File: src/hdl/rer_pkg.sv
// Purpose: Constants for the regulator enable request register block.
// Assumes: 8-bit register addresses and 16-bit register data.
// Notes: Field positions follow the register layout; status offset is local.
//
// Functional notes
// [RQ1] Register 0Dh: bit 9 linreg b, bit 8 linreg a, bits 5..0 converters.
// [RQ2] State machine reset returns every request bit to its default, beating writes.
// [RQ3] Defaults come from a fixed mask option; all printed defaults are zero. rst_n_in reset loads REQ_DEFAULT, not MASK_DEFAULT.
// [RQ4] A request of 1 may still be held off by internal protection.
// [RQ5] True regulator on/off state is readable in a separate status register.
// [RQ6] Reading the enable register returns requests, not actual regulator state.
package rer_pkg;

  // ---------------------------------------------------------------------
  // Register map
  // ---------------------------------------------------------------------
  localparam logic [7:0] REQ_OFFSET = 8'h0D;
  localparam logic [7:0] STATUS_OFFSET = 8'h40;
  localparam int ADDR_W = 8;
  localparam int DATA_W = 16;
  localparam int NUM_REG = 8;

  // ---------------------------------------------------------------------
  // Field layout
  // ---------------------------------------------------------------------
  localparam int LINREG_B_POS = 9;
  localparam int LINREG_A_POS = 8;
  localparam int BUCK_MSB = 5;
  localparam int BUCK_LSB = 0;
  localparam logic [15:0] REQ_FIELD_MASK = 16'h033F;

  // Mask option default for all request bits.
  localparam logic [15:0] REQ_DEFAULT = 16'h0000;
  localparam logic [15:0] ZERO_WORD = 16'h0000;

endpackage

File: src/hdl/rer_sync.sv
// Purpose: Two-stage synchroniser, one instance per bit through a generate loop.
// Assumes: Inputs are asynchronous to the clock.
// Notes: The first stage feeds only the second stage.
`timescale 1ns/1ps
`default_nettype none
module rer_sync #(
  parameter int WIDTH = 8
) (
  input wire logic ref_clk_in,
  input wire logic rst_n_in,
  input wire logic [WIDTH-1:0] async_in,
  output logic [WIDTH-1:0] sync_out
);

  logic [WIDTH-1:0] stage1;

  genvar gi;
  generate
    for (gi = 0; gi < WIDTH; gi++) begin : g_bit
      always_ff @(posedge ref_clk_in or negedge rst_n_in) begin
        if (!rst_n_in) begin
          stage1[gi] <= 1'b0;
          sync_out[gi] <= 1'b0;
        end else begin
          stage1[gi] <= async_in[gi];
          sync_out[gi] <= stage1[gi];
        end
      end
    end
  endgenerate

endmodule
`default_nettype wire

File: src/hdl/rer_top.sv
// Purpose: Regulator enable request register with actual-state status readback.
// Assumes: Register port and state machine reset are on ref_clk_in.
// Notes: Protection hold inputs arrive from analogue logic and are synchronised.
`timescale 1ns/1ps
`default_nettype none
module rer_top #(
  parameter logic [15:0] MASK_DEFAULT = rer_pkg::REQ_DEFAULT
) (
  input wire logic ref_clk_in,
  input wire logic rst_n_in,
  input wire logic psm_reset_in,
  input wire logic [rer_pkg::ADDR_W-1:0] reg_addr_in,
  input wire logic [rer_pkg::DATA_W-1:0] reg_wdata_in,
  input wire logic reg_wr_in,
  input wire logic reg_rd_in,
  input wire logic [rer_pkg::NUM_REG-1:0] protect_hold_in,
  output logic [rer_pkg::DATA_W-1:0] reg_rdata_out,
  output logic reg_rvalid_out,
  output logic [rer_pkg::NUM_REG-1:0] reg_on_req_out,
  output logic [rer_pkg::NUM_REG-1:0] reg_on_out
);

  // -----------------------------------------------------------------------
  // State
  // -----------------------------------------------------------------------
  logic [15:0] req;
  logic [15:0] next_req;
  logic [7:0] hold_sync;
  logic [7:0] next_on_req;
  logic [7:0] next_on;
  logic [15:0] rdata;
  logic [15:0] next_rdata;
  logic rvalid;
  logic next_rvalid;
  logic [15:0] status_word;

  logic linreg_b_on_req;
  logic linreg_a_on_req;
  logic buckboost_f_on_req;
  logic buckboost_e_on_req;
  logic buckboost_d_on_req;
  logic buckboost_c_on_req;
  logic buckboost_b_on_req;
  logic buckboost_a_on_req;

  rer_sync #(
    .WIDTH(rer_pkg::NUM_REG)
  ) u_hold_sync (
    .ref_clk_in(ref_clk_in),
    .rst_n_in(rst_n_in),
    .async_in(protect_hold_in),
    .sync_out(hold_sync)
  );

  assign linreg_b_on_req = req[rer_pkg::LINREG_B_POS];
  assign linreg_a_on_req = req[rer_pkg::LINREG_A_POS];
  assign buckboost_f_on_req = req[rer_pkg::BUCK_LSB + 5];
  assign buckboost_e_on_req = req[rer_pkg::BUCK_LSB + 4];
  assign buckboost_d_on_req = req[rer_pkg::BUCK_LSB + 3];
  assign buckboost_c_on_req = req[rer_pkg::BUCK_LSB + 2];
  assign buckboost_b_on_req = req[rer_pkg::BUCK_LSB + 1];
  assign buckboost_a_on_req = req[rer_pkg::BUCK_LSB];

  // -----------------------------------------------------------------------
  // Request register
  // -----------------------------------------------------------------------
  always_comb begin
    next_req = req;
    if (psm_reset_in) begin
      // The state machine reset beats a write in the same cycle.
      next_req = MASK_DEFAULT & rer_pkg::REQ_FIELD_MASK; // [RQ2] [RQ3]
    end else if (reg_wr_in && reg_addr_in == rer_pkg::REQ_OFFSET) begin
      next_req = reg_wdata_in & rer_pkg::REQ_FIELD_MASK; // [RQ1]
    end
  end

  always_ff @(posedge ref_clk_in or negedge rst_n_in) begin
    if (!rst_n_in) begin
      req <= rer_pkg::REQ_DEFAULT; // [RQ3]
    end else begin
      req <= next_req;
    end
  end

  // -----------------------------------------------------------------------
  // Regulator drive and status
  // -----------------------------------------------------------------------
  always_comb begin
    next_on_req = {linreg_b_on_req, linreg_a_on_req, buckboost_f_on_req,
                   buckboost_e_on_req, buckboost_d_on_req, buckboost_c_on_req,
                   buckboost_b_on_req, buckboost_a_on_req};
    // Protection overrides a request; software sees the refusal in status.
    next_on = next_on_req & ~hold_sync; // [RQ4]
  end

  always_ff @(posedge ref_clk_in or negedge rst_n_in) begin
    if (!rst_n_in) begin
      reg_on_req_out <= 8'h00;
      reg_on_out <= 8'h00;
    end else begin
      reg_on_req_out <= next_on_req;
      reg_on_out <= next_on;
    end
  end

  // Status uses the same bit positions as the request register.
  assign status_word = {6'h00, reg_on_out[7], reg_on_out[6], 2'h0,
                        reg_on_out[rer_pkg::BUCK_MSB:rer_pkg::BUCK_LSB]}; // [RQ5]

  // -----------------------------------------------------------------------
  // Read path
  // -----------------------------------------------------------------------
  always_comb begin
    next_rdata = rer_pkg::ZERO_WORD;
    next_rvalid = reg_rd_in;
    if (reg_rd_in) begin
      case (reg_addr_in)
        rer_pkg::REQ_OFFSET: next_rdata = req; // [RQ6]
        rer_pkg::STATUS_OFFSET: next_rdata = status_word; // [RQ5]
        default: next_rdata = rer_pkg::ZERO_WORD;
      endcase
    end
  end

  always_ff @(posedge ref_clk_in or negedge rst_n_in) begin
    if (!rst_n_in) begin
      rdata <= rer_pkg::ZERO_WORD;
      rvalid <= 1'b0;
    end else begin
      rdata <= next_rdata;
      rvalid <= next_rvalid;
    end
  end

  // Read data is zero outside an answer cycle, so several banks can share an OR-ed read bus.
  assign reg_rdata_out = rdata;
  assign reg_rvalid_out = rvalid;
endmodule
`default_nettype wire

File: config.mk
export PLATFORM = sky130hd
export DESIGN_NAME = rer_top
export DESIGN_NICKNAME = d
export VERILOG_FILES = /design/src/hdl/rer_pkg.sv /design/src/hdl/rer_sync.sv /design/src/hdl/rer_top.sv
export SDC_FILE = /design/constraint.sdc
export NUM_CORES = 1
export LEC_CHECK = 0
export BUFFER_PORTS_ARGS = -buffer_cell sky130_fd_sc_hd__clkbuf_2
export CAP_MARGIN = 20
export CELL_PAD_IN_SITES_DETAIL_PLACEMENT = 0
export CELL_PAD_IN_SITES_GLOBAL_PLACEMENT = 2
export CORE_UTILIZATION = 30
export DETAILED_ROUTE_END_ITERATION = 10
export GPL_TIMING_DRIVEN = 0
export PLACE_DENSITY = 0.84
export SLEW_MARGIN = 5
export SYNTH_ARGS = -nofsm -noshare
export SYNTH_HDL_FRONTEND = slang
export SYNTH_HIERARCHICAL = 1
export SYNTH_SLANG_ARGS = --single-unit
File: constraint.sdc
create_clock -name ref_clk_in -period 1 [get_ports ref_clk_in]
set_clock_uncertainty 0.05 [all_clocks]
set_input_delay 0.05 -clock ref_clk_in [delete_from_list [all_inputs] [get_ports ref_clk_in]]
set_output_delay 0.05 -clock ref_clk_in [all_outputs]
set_load 0.01 [all_outputs]
Word-level counts from Yosys, hierarchy flattened --
Cells that the tools add are included. Widths: inputs -> output; s select.
Operators by class: multiplexer cells 4, bitwise operators 2, reduce and logical (&&, ||, !) cells 2, equality and inequality tests 2
Operators with widths (number):
- $mux 16 | 3
- $pmux 16 s2 | 1
- $and 8x8->8 | 1
- $eq 8x4->1 const B | 1
- $eq 8x7->1 const B | 1
- $not 8->8 | 1
- $reduce_bool 2->1 | 1
- $logic_and 1x1->1 | 1
Word-level totals: input port bits 37, word-level logic and storage cells 31, register bits after elaboration 65

Depth between registers and ports, before layout --
Gate-level depths: netlist (run 1).
depth in word-level cells 4, gate-level depth with buffers 5

Cells and area by module --
The synthesis (run 1) kept the hierarchy.
Modules (own cells, without submodules):
- rer_top | sequential area each 825.8 um^2, instances 1, cells each 98, area an instance 1282.5 um^2
- rer_sync | sequential area each 400.4 um^2, instances 1, cells each 16, area an instance 400.4 um^2

Worst setup path after synthesis (run 1) --
No wires, ideal clock.
path type in2reg, start point input port reg_addr_in[5] (netlist name), end point register req[0], cell stages on the path 4, arrival 0.892 ns, setup slack -0.021 ns, library setup time 0.079 ns, path buffers 1, cell sequence nor4_1 and3_4 buf_6 mux2i_1
On the way: cells in the longest elaborated chain, start to end 3
RTL lines:
- start, declared | RTL line rer_top.sv:12 | input wire logic [rer_pkg::ADDR_W-1:0] reg_addr_in,
- $eq 8x4->1 | RTL line rer_top.sv:72 | end else if (reg_wr_in && reg_addr_in == rer_pkg::REQ_OFFSET) begin
- $logic_and 1x1->1 | RTL line rer_top.sv:72
- $reduce_bool 2->1 (no line)
- end signal, assigned | RTL line rer_top.sv:79 | req <= rer_pkg::REQ_DEFAULT;
- end signal, assigned | RTL line rer_top.sv:81 | req <= next_req;
- end, declared | RTL line rer_top.sv:26 | logic [15:0] req;
No other way between the ends. A chain may end at the register's enable or synchronous reset.

Worst setup path in the final report (run 1) --
start point register reg_on_out[2] (netlist name), end point output port reg_on_out[2] (netlist name)
RTL lines:
- start, declared | RTL line rer_top.sv:20 | output logic [rer_pkg::NUM_REG-1:0] reg_on_out
- start signal, assigned | RTL line rer_top.sv:102 | reg_on_out <= next_on;
No word-level cell between the ends.

==> results of run 1 <==
==> worst paths after layout <==
| path | startpoint | end | slack, ps | cells after the start |
|---|---|---|---|---|
| min reg2reg | u_hold_sync/stage1[6] | u_hold_sync/sync_out[6] | 300 | 0 |
| max reg2reg | req[5] | reg_rdata_out[5] | 170 | 2 |
| max | reg_on_out[2] | reg_on_out[2] | 70 | 1 |
| min in group asynchronous | rst_n_in | u_hold_sync/stage1[1] | 210 | 2 |
| max in group asynchronous | rst_n_in | reg_rdata_out[8] | 160 | 3 |
| min | psm_reset_in | req[2] | 60 | 3 |
==> tightest hold or removal path, cell delays in order <==
cell	delay, ps
clkbuf_2	140
nand2b_1	110
mux2i_1	60
==> layout by cell type (no fill, tap or decap), drive strengths merged <==
master and n:
a22oi 8, and3 1, and4b 1, buf 11
clkbuf 60, clkinv 2, conb 8, dfrtp 49
dlygate4sd3 18, mux2i 8, nand2 1, nand2b 16
nor2 8, nor2b 8, nor4 1, nor4b 1
==> timing repair <==
| item | CTS | global route |
|---|---|---|
| hold buffers | 18 | 0 |
| pin swaps | 0 | 0 |
| gates resized for setup | 1 | 1 |
| setup endpoints to repair | 8 | 1 |
| hold endpoints to repair | 37 | 0 |
==> through the flow <==
stage                     total power, mW  worst slack [ps]  std cells
after floorplan                      2.13              1.19        121
after global placement               2.24              -381        244
after detailed placement             2.26              -418        245
after CTS                            3.41              48.5        271
after global routing                 3.52              36.4        271
final                                3.35              74.9        271
==> cell type report <==
| class | instances | area [um2] |
|---|---|---|
| tap | 70 | 87.6 |
| clock inverter | 2 | 10.0 |
| multi-input combinational | 61 | 414 |
| clock buffer | 6 | 72.6 |
| buffer | 11 | 86.3 |
| sequential | 49 | 1230 |
| fill | 485 | 2880 |
| timing repair buffer | 72 | 465 |
==> per-layer routing <==
metal	track usage [%]	up-vias
met2	19.5	38
met3	4.64	2
met5	0	-
li1	-	530
met4	4.62	0
met1	13.9	504
==> cells by family after synthesis <==
group | share of synthesized area, %
other | 0.223
AOI/OAI and AO/OA | 3.57
DFF | 72.9
and+or+nand+nor | 13.5
muxes | 4.76
buffers and inverters | 5.13
==> report_power, final <==
| part | internal (mW) | switching, mW | leakage, nW |
|---|---|---|---|
| registers | 2.01 | 0.00879 | 0.645 |
| logic | 0.136 | 0.111 | 0.486 |
| clock network | 0.485 | 0.594 | 0.0450 |
==> flip-flops by register name (all words and copies together), names as in the netlist <==
register	flops
reg_rvalid_out	1
reg_on_req_out	8
u_hold_sync/stage1	8
u_hold_sync/sync_out	8
reg_rdata_out	8
reg_on_out	8
req	8
==> run metrics, run 1 <==
CTS sink count 49; root buffer cell clkbuf_8; Syn Area/Cell roughly 15 um2; CP Capture Type primary output; Util after Layout 45.1%; Via density slightly below 4; Max Root-Sink Buffers 2; Core ar. 5240 um2; Synth Register Bits 49; Max Cap Viol 0; count leader, synth dfrtp_1; CP startpoint kind flip-flop; CP Cell Sequence clkbuf_2; CP Buf/Inv Count 1; Antenna Cells 0; post-synthesis cell count 114; CTS tree done; met2 WL 1.58 mm; IO buf count 53; crit-path max FO 2; final hold violation count 0; Initial DRC Count 60; Worst path top cell family by delay flip-flops; Lkg Pwr 1.18 nW; HP Class primary input to flip-flop; top_reg_cell synth dfrtp_1; CTS Buf Count 5; delay of the slowest cell on the worst path 400 ps; slew margin rel. 62.8%; largest net degree at the start of global routing 30; Vias 1074; Arrival @ worst endpoint 830 ps; outcome completed; Final nets 237; area leader, netlist dfrtp_1; sequential area share after synthesis 72.9%; GRT overflow 0; synth cell count leaders dfrtp_1 (49), nand2b_1 (16); Die Y-Extent 76.9 um; top cells by area, synth dfrtp_1 (73%), nand2b_1 (5.9%), mux2i_1 (4.8%); Required @ worst endpoint 900 ps; post-CTS setup buffers 0; Max Fclk 1.08 GHz; initial antenna violation count 0; met1 wire length 1.39 mm; vias in the first global route between 1k and 1.5k; die area 5910 um2; minimum clock period 925 ps; Row Count 26; WHS about 60 ps; remaining routing DRC violations 0; die width 76.9 um; share of layout cells above drive strength 1 37.3%; IO Count 70; unrepaired setup endpoints after global routing no; EDFF count, synth 0; DRT Pass-1 Iters 4; Final setup viols 0; CP Class flip-flop to primary output; clock transition at the registers of the reported paths 80 ps; Final GP Congestion 0.693; VDD IR max 871 uV; first-pass GRT wire length 5.14 mm; Finished Cell Area 2360 um2; hpwl dp 2.12 mm; Cell Area, Placed approximately 2100 um2; Final period util 92.5%; mapped cell area around 1700 um2; ys async rst share 100%; top sig layer met4; Layout area overhead 40.4%; Distinct cells, synth 15; Total GRT Usage 11.9%; Post-DRT Antenna Nets 0; wire per inst 11.6 um; P per Cell Area 1420 nW/um2; metal3 WL between 150 and 200 um; Initial Util 32.1%; htree depth 2; fin. max-slew vios 0; Total Neg Setup Slack 0 ps; YS warnings 6; clk_lat worst skew 290 ps; Worst path slowest cell dfrtp_1; total routed wirelength 3.16 mm; worst-margin pin slew 555 ps; post-synth top area share roughly 73%
(Power assumes the default switching activity.)
==> run 2, diff against run 1 <==
--- a/config.mk
+++ b/config.mk
@@ -9,6 +9,7 @@
 export CAP_MARGIN = 20
 export CELL_PAD_IN_SITES_DETAIL_PLACEMENT = 0
 export CELL_PAD_IN_SITES_GLOBAL_PLACEMENT = 2
+export CORE_ASPECT_RATIO = 2
 export CORE_UTILIZATION = 30
 export DETAILED_ROUTE_END_ITERATION = 10
 export GPL_TIMING_DRIVEN = 0
==> run 2 against run 1 <==
Net effect:
- final area is 0.48% lower
- register-to-register slack worse by 30 ps
- sequential power barely moved
- total power up 1.9%
- maximum frequency fell by 0.39%
- first-iteration DRC count shrank 77%
- routed wire length decreased by 2.2%
- critical path depth unchanged
- critical path type unchanged
==> run metrics, run 2 (synthesized netlist as in run 1, its figures left out) <==
outcome completed; sw frac 20.9%; first-pass GRT wire length around 4.9 mm; pre-CTS setup slack -301 ps; unrepaired setup endpoints after global routing no; final setup margin 71.3 ps; htree depth 2; Worst path top cell family by delay flip-flops; Layout area overhead 39.7%; CP Capture Type primary output; vias in the first global route 1062; Row Count 38; post-route insts no fill 260; reg2reg setup slack 140 ps; wire per inst around 12 um; hold worst-path end req[2]; Worst Hold Depth 3; share of layout cells above drive strength 1 36.5%; CP Buf/Inv Count 1; Core ar. 5420 um2; clk_lat worst skew 300 ps; WHS between 50 and 60 ps; Placed Cells 235; Antenna Cells 0; Switch Pwr 0.712 mW; most common cell after layout, fill and taps aside clkbuf_2; reg-to-reg endpoint reg_rdata_out[9]; remaining routing DRC violations 0; VDD IR max 976 uV; root buffer cell clkbuf_8; Final Power 3.41 mW; Hold Crit Start psm_reset_in; Total GRT Usage about an eighth; slew margin rel. 65.3%; Cell Int Power 2.70 mW; final hold violation count 0; sequential power share about three fifths; CP Class flip-flop to primary output; DRT Pass-1 Iters 4; IO buf count 53; CTS sink count 49; Initial Util 31.0%; initial antenna violation count 0; Util after Layout 43.4%; Final nets 237; hpwl dp 2.17 mm; clock transition at the registers of the reported paths 80 ps; GRT overflow 0; Max Root-Sink Buffers 2; HP Class primary input to flip-flop; combinational share of power 7.2%; Initial DRC Count 14; crit-path max FO 2; Arrival @ worst endpoint 830 ps; IO Count 70; largest net degree at the start of global routing 35; P per Cell Area about 1500 nW/um2; post-CTS setup buffers 0; delay of the slowest cell on the worst path 400 ps; total routed wirelength about 3.1 mm; CTS tree done; Via density 4.09; Max Fclk 1.08 GHz; Worst path slowest cell dfrtp_1; most frequent cells in the layout clkbuf_2 (53), dfrtp_1 (49), dlygate4sd3_1 (18); Lkg Pwr 1.18 nW; Post-DRT Antenna Nets 0; minimum clock period 929 ps; Final GP Congestion 0.661; die area ~6000 um2; Final period util 92.9%; Clk pwr share 33.5%; fin. max-slew vios 0; die width 55.0 um; CP Cell Sequence clkbuf_2; CTS Buf Count 5; R2R Path Start req[9]; FF-to-FF path depth 2; Final setup viols 0; Max Cap Viol 0; Vias 1063; worst-margin pin slew 518 ps; Die Y-Extent 108 um; Required @ worst endpoint 900 ps; CP startpoint kind flip-flop
## run 2: repair_timing
| item | in CTS | in global routing |
|---|---|---|
| endpoints found under the setup margin | 1 | 0 |
| hold buffers | 18 | 0 |
| resized for setup | 1 | 0 |
| hold endpoints to repair | 66 | 0 |
## run 2: worst max path at each step
stage | start | end | depth (start not counted)
2_1_floorplan | reg_addr_in[6] | req[0] | 5
3_3_place_gp | reg_addr_in[0] | reg_rdata_out[3] | 4
3_5_place_dp | reg_addr_in[0] | reg_rdata_out[2] | 4
4_1_cts | reg_on_out[1] | reg_on_out[1] | 1
5_1_grt | reg_addr_in[6] | req[9] | 6
6_report | reg_on_out[1] | reg_on_out[1] | 1
## run 2: metrics by stage
| step | instance area (um2) | TNS, ps |
|---|---|---|
| after CTS | 2350 | 0 |
| after global routing | 2350 | 0 |
| after floorplan | 1720 | 0 |
| final | 2350 | 0 |
| after detailed placement | 2080 | -3700 |
| after global placement | 2060 | -10610 |
## run 2: layout make-up
class | count | area (um2)
fillers | 547 | 3070
flip-flops and latches | 49 | 1230
repair buffers | 72 | 465
multi-input cells | 61 | 412
clock buffers | 7 | 86.3
plain buffers | 11 | 86.3
well taps | 60 | 75.1
## run 2: metal layers
layer / vias to the layer above / wire [um] / global-route usage, %
met1: 490 / 1140 / 13.7
met4: 0 / 91 / 7.50
met2: 41 / 1690 / 19.7
met5: - / 0 / 0
li1: 527 / - / -
met3: 5 / 171 / 3.81
## run 2: power by group through the flow
stage               registers [mW]  clock network, mW  logic [mW]
CTS                           2.02               1.20       0.250
global route                  2.03               1.28       0.275
global placement              2.06                  0       0.177
finish                        2.02               1.14       0.244
floorplan                     2.06                  0      0.0685
detailed placement            2.06                  0       0.191
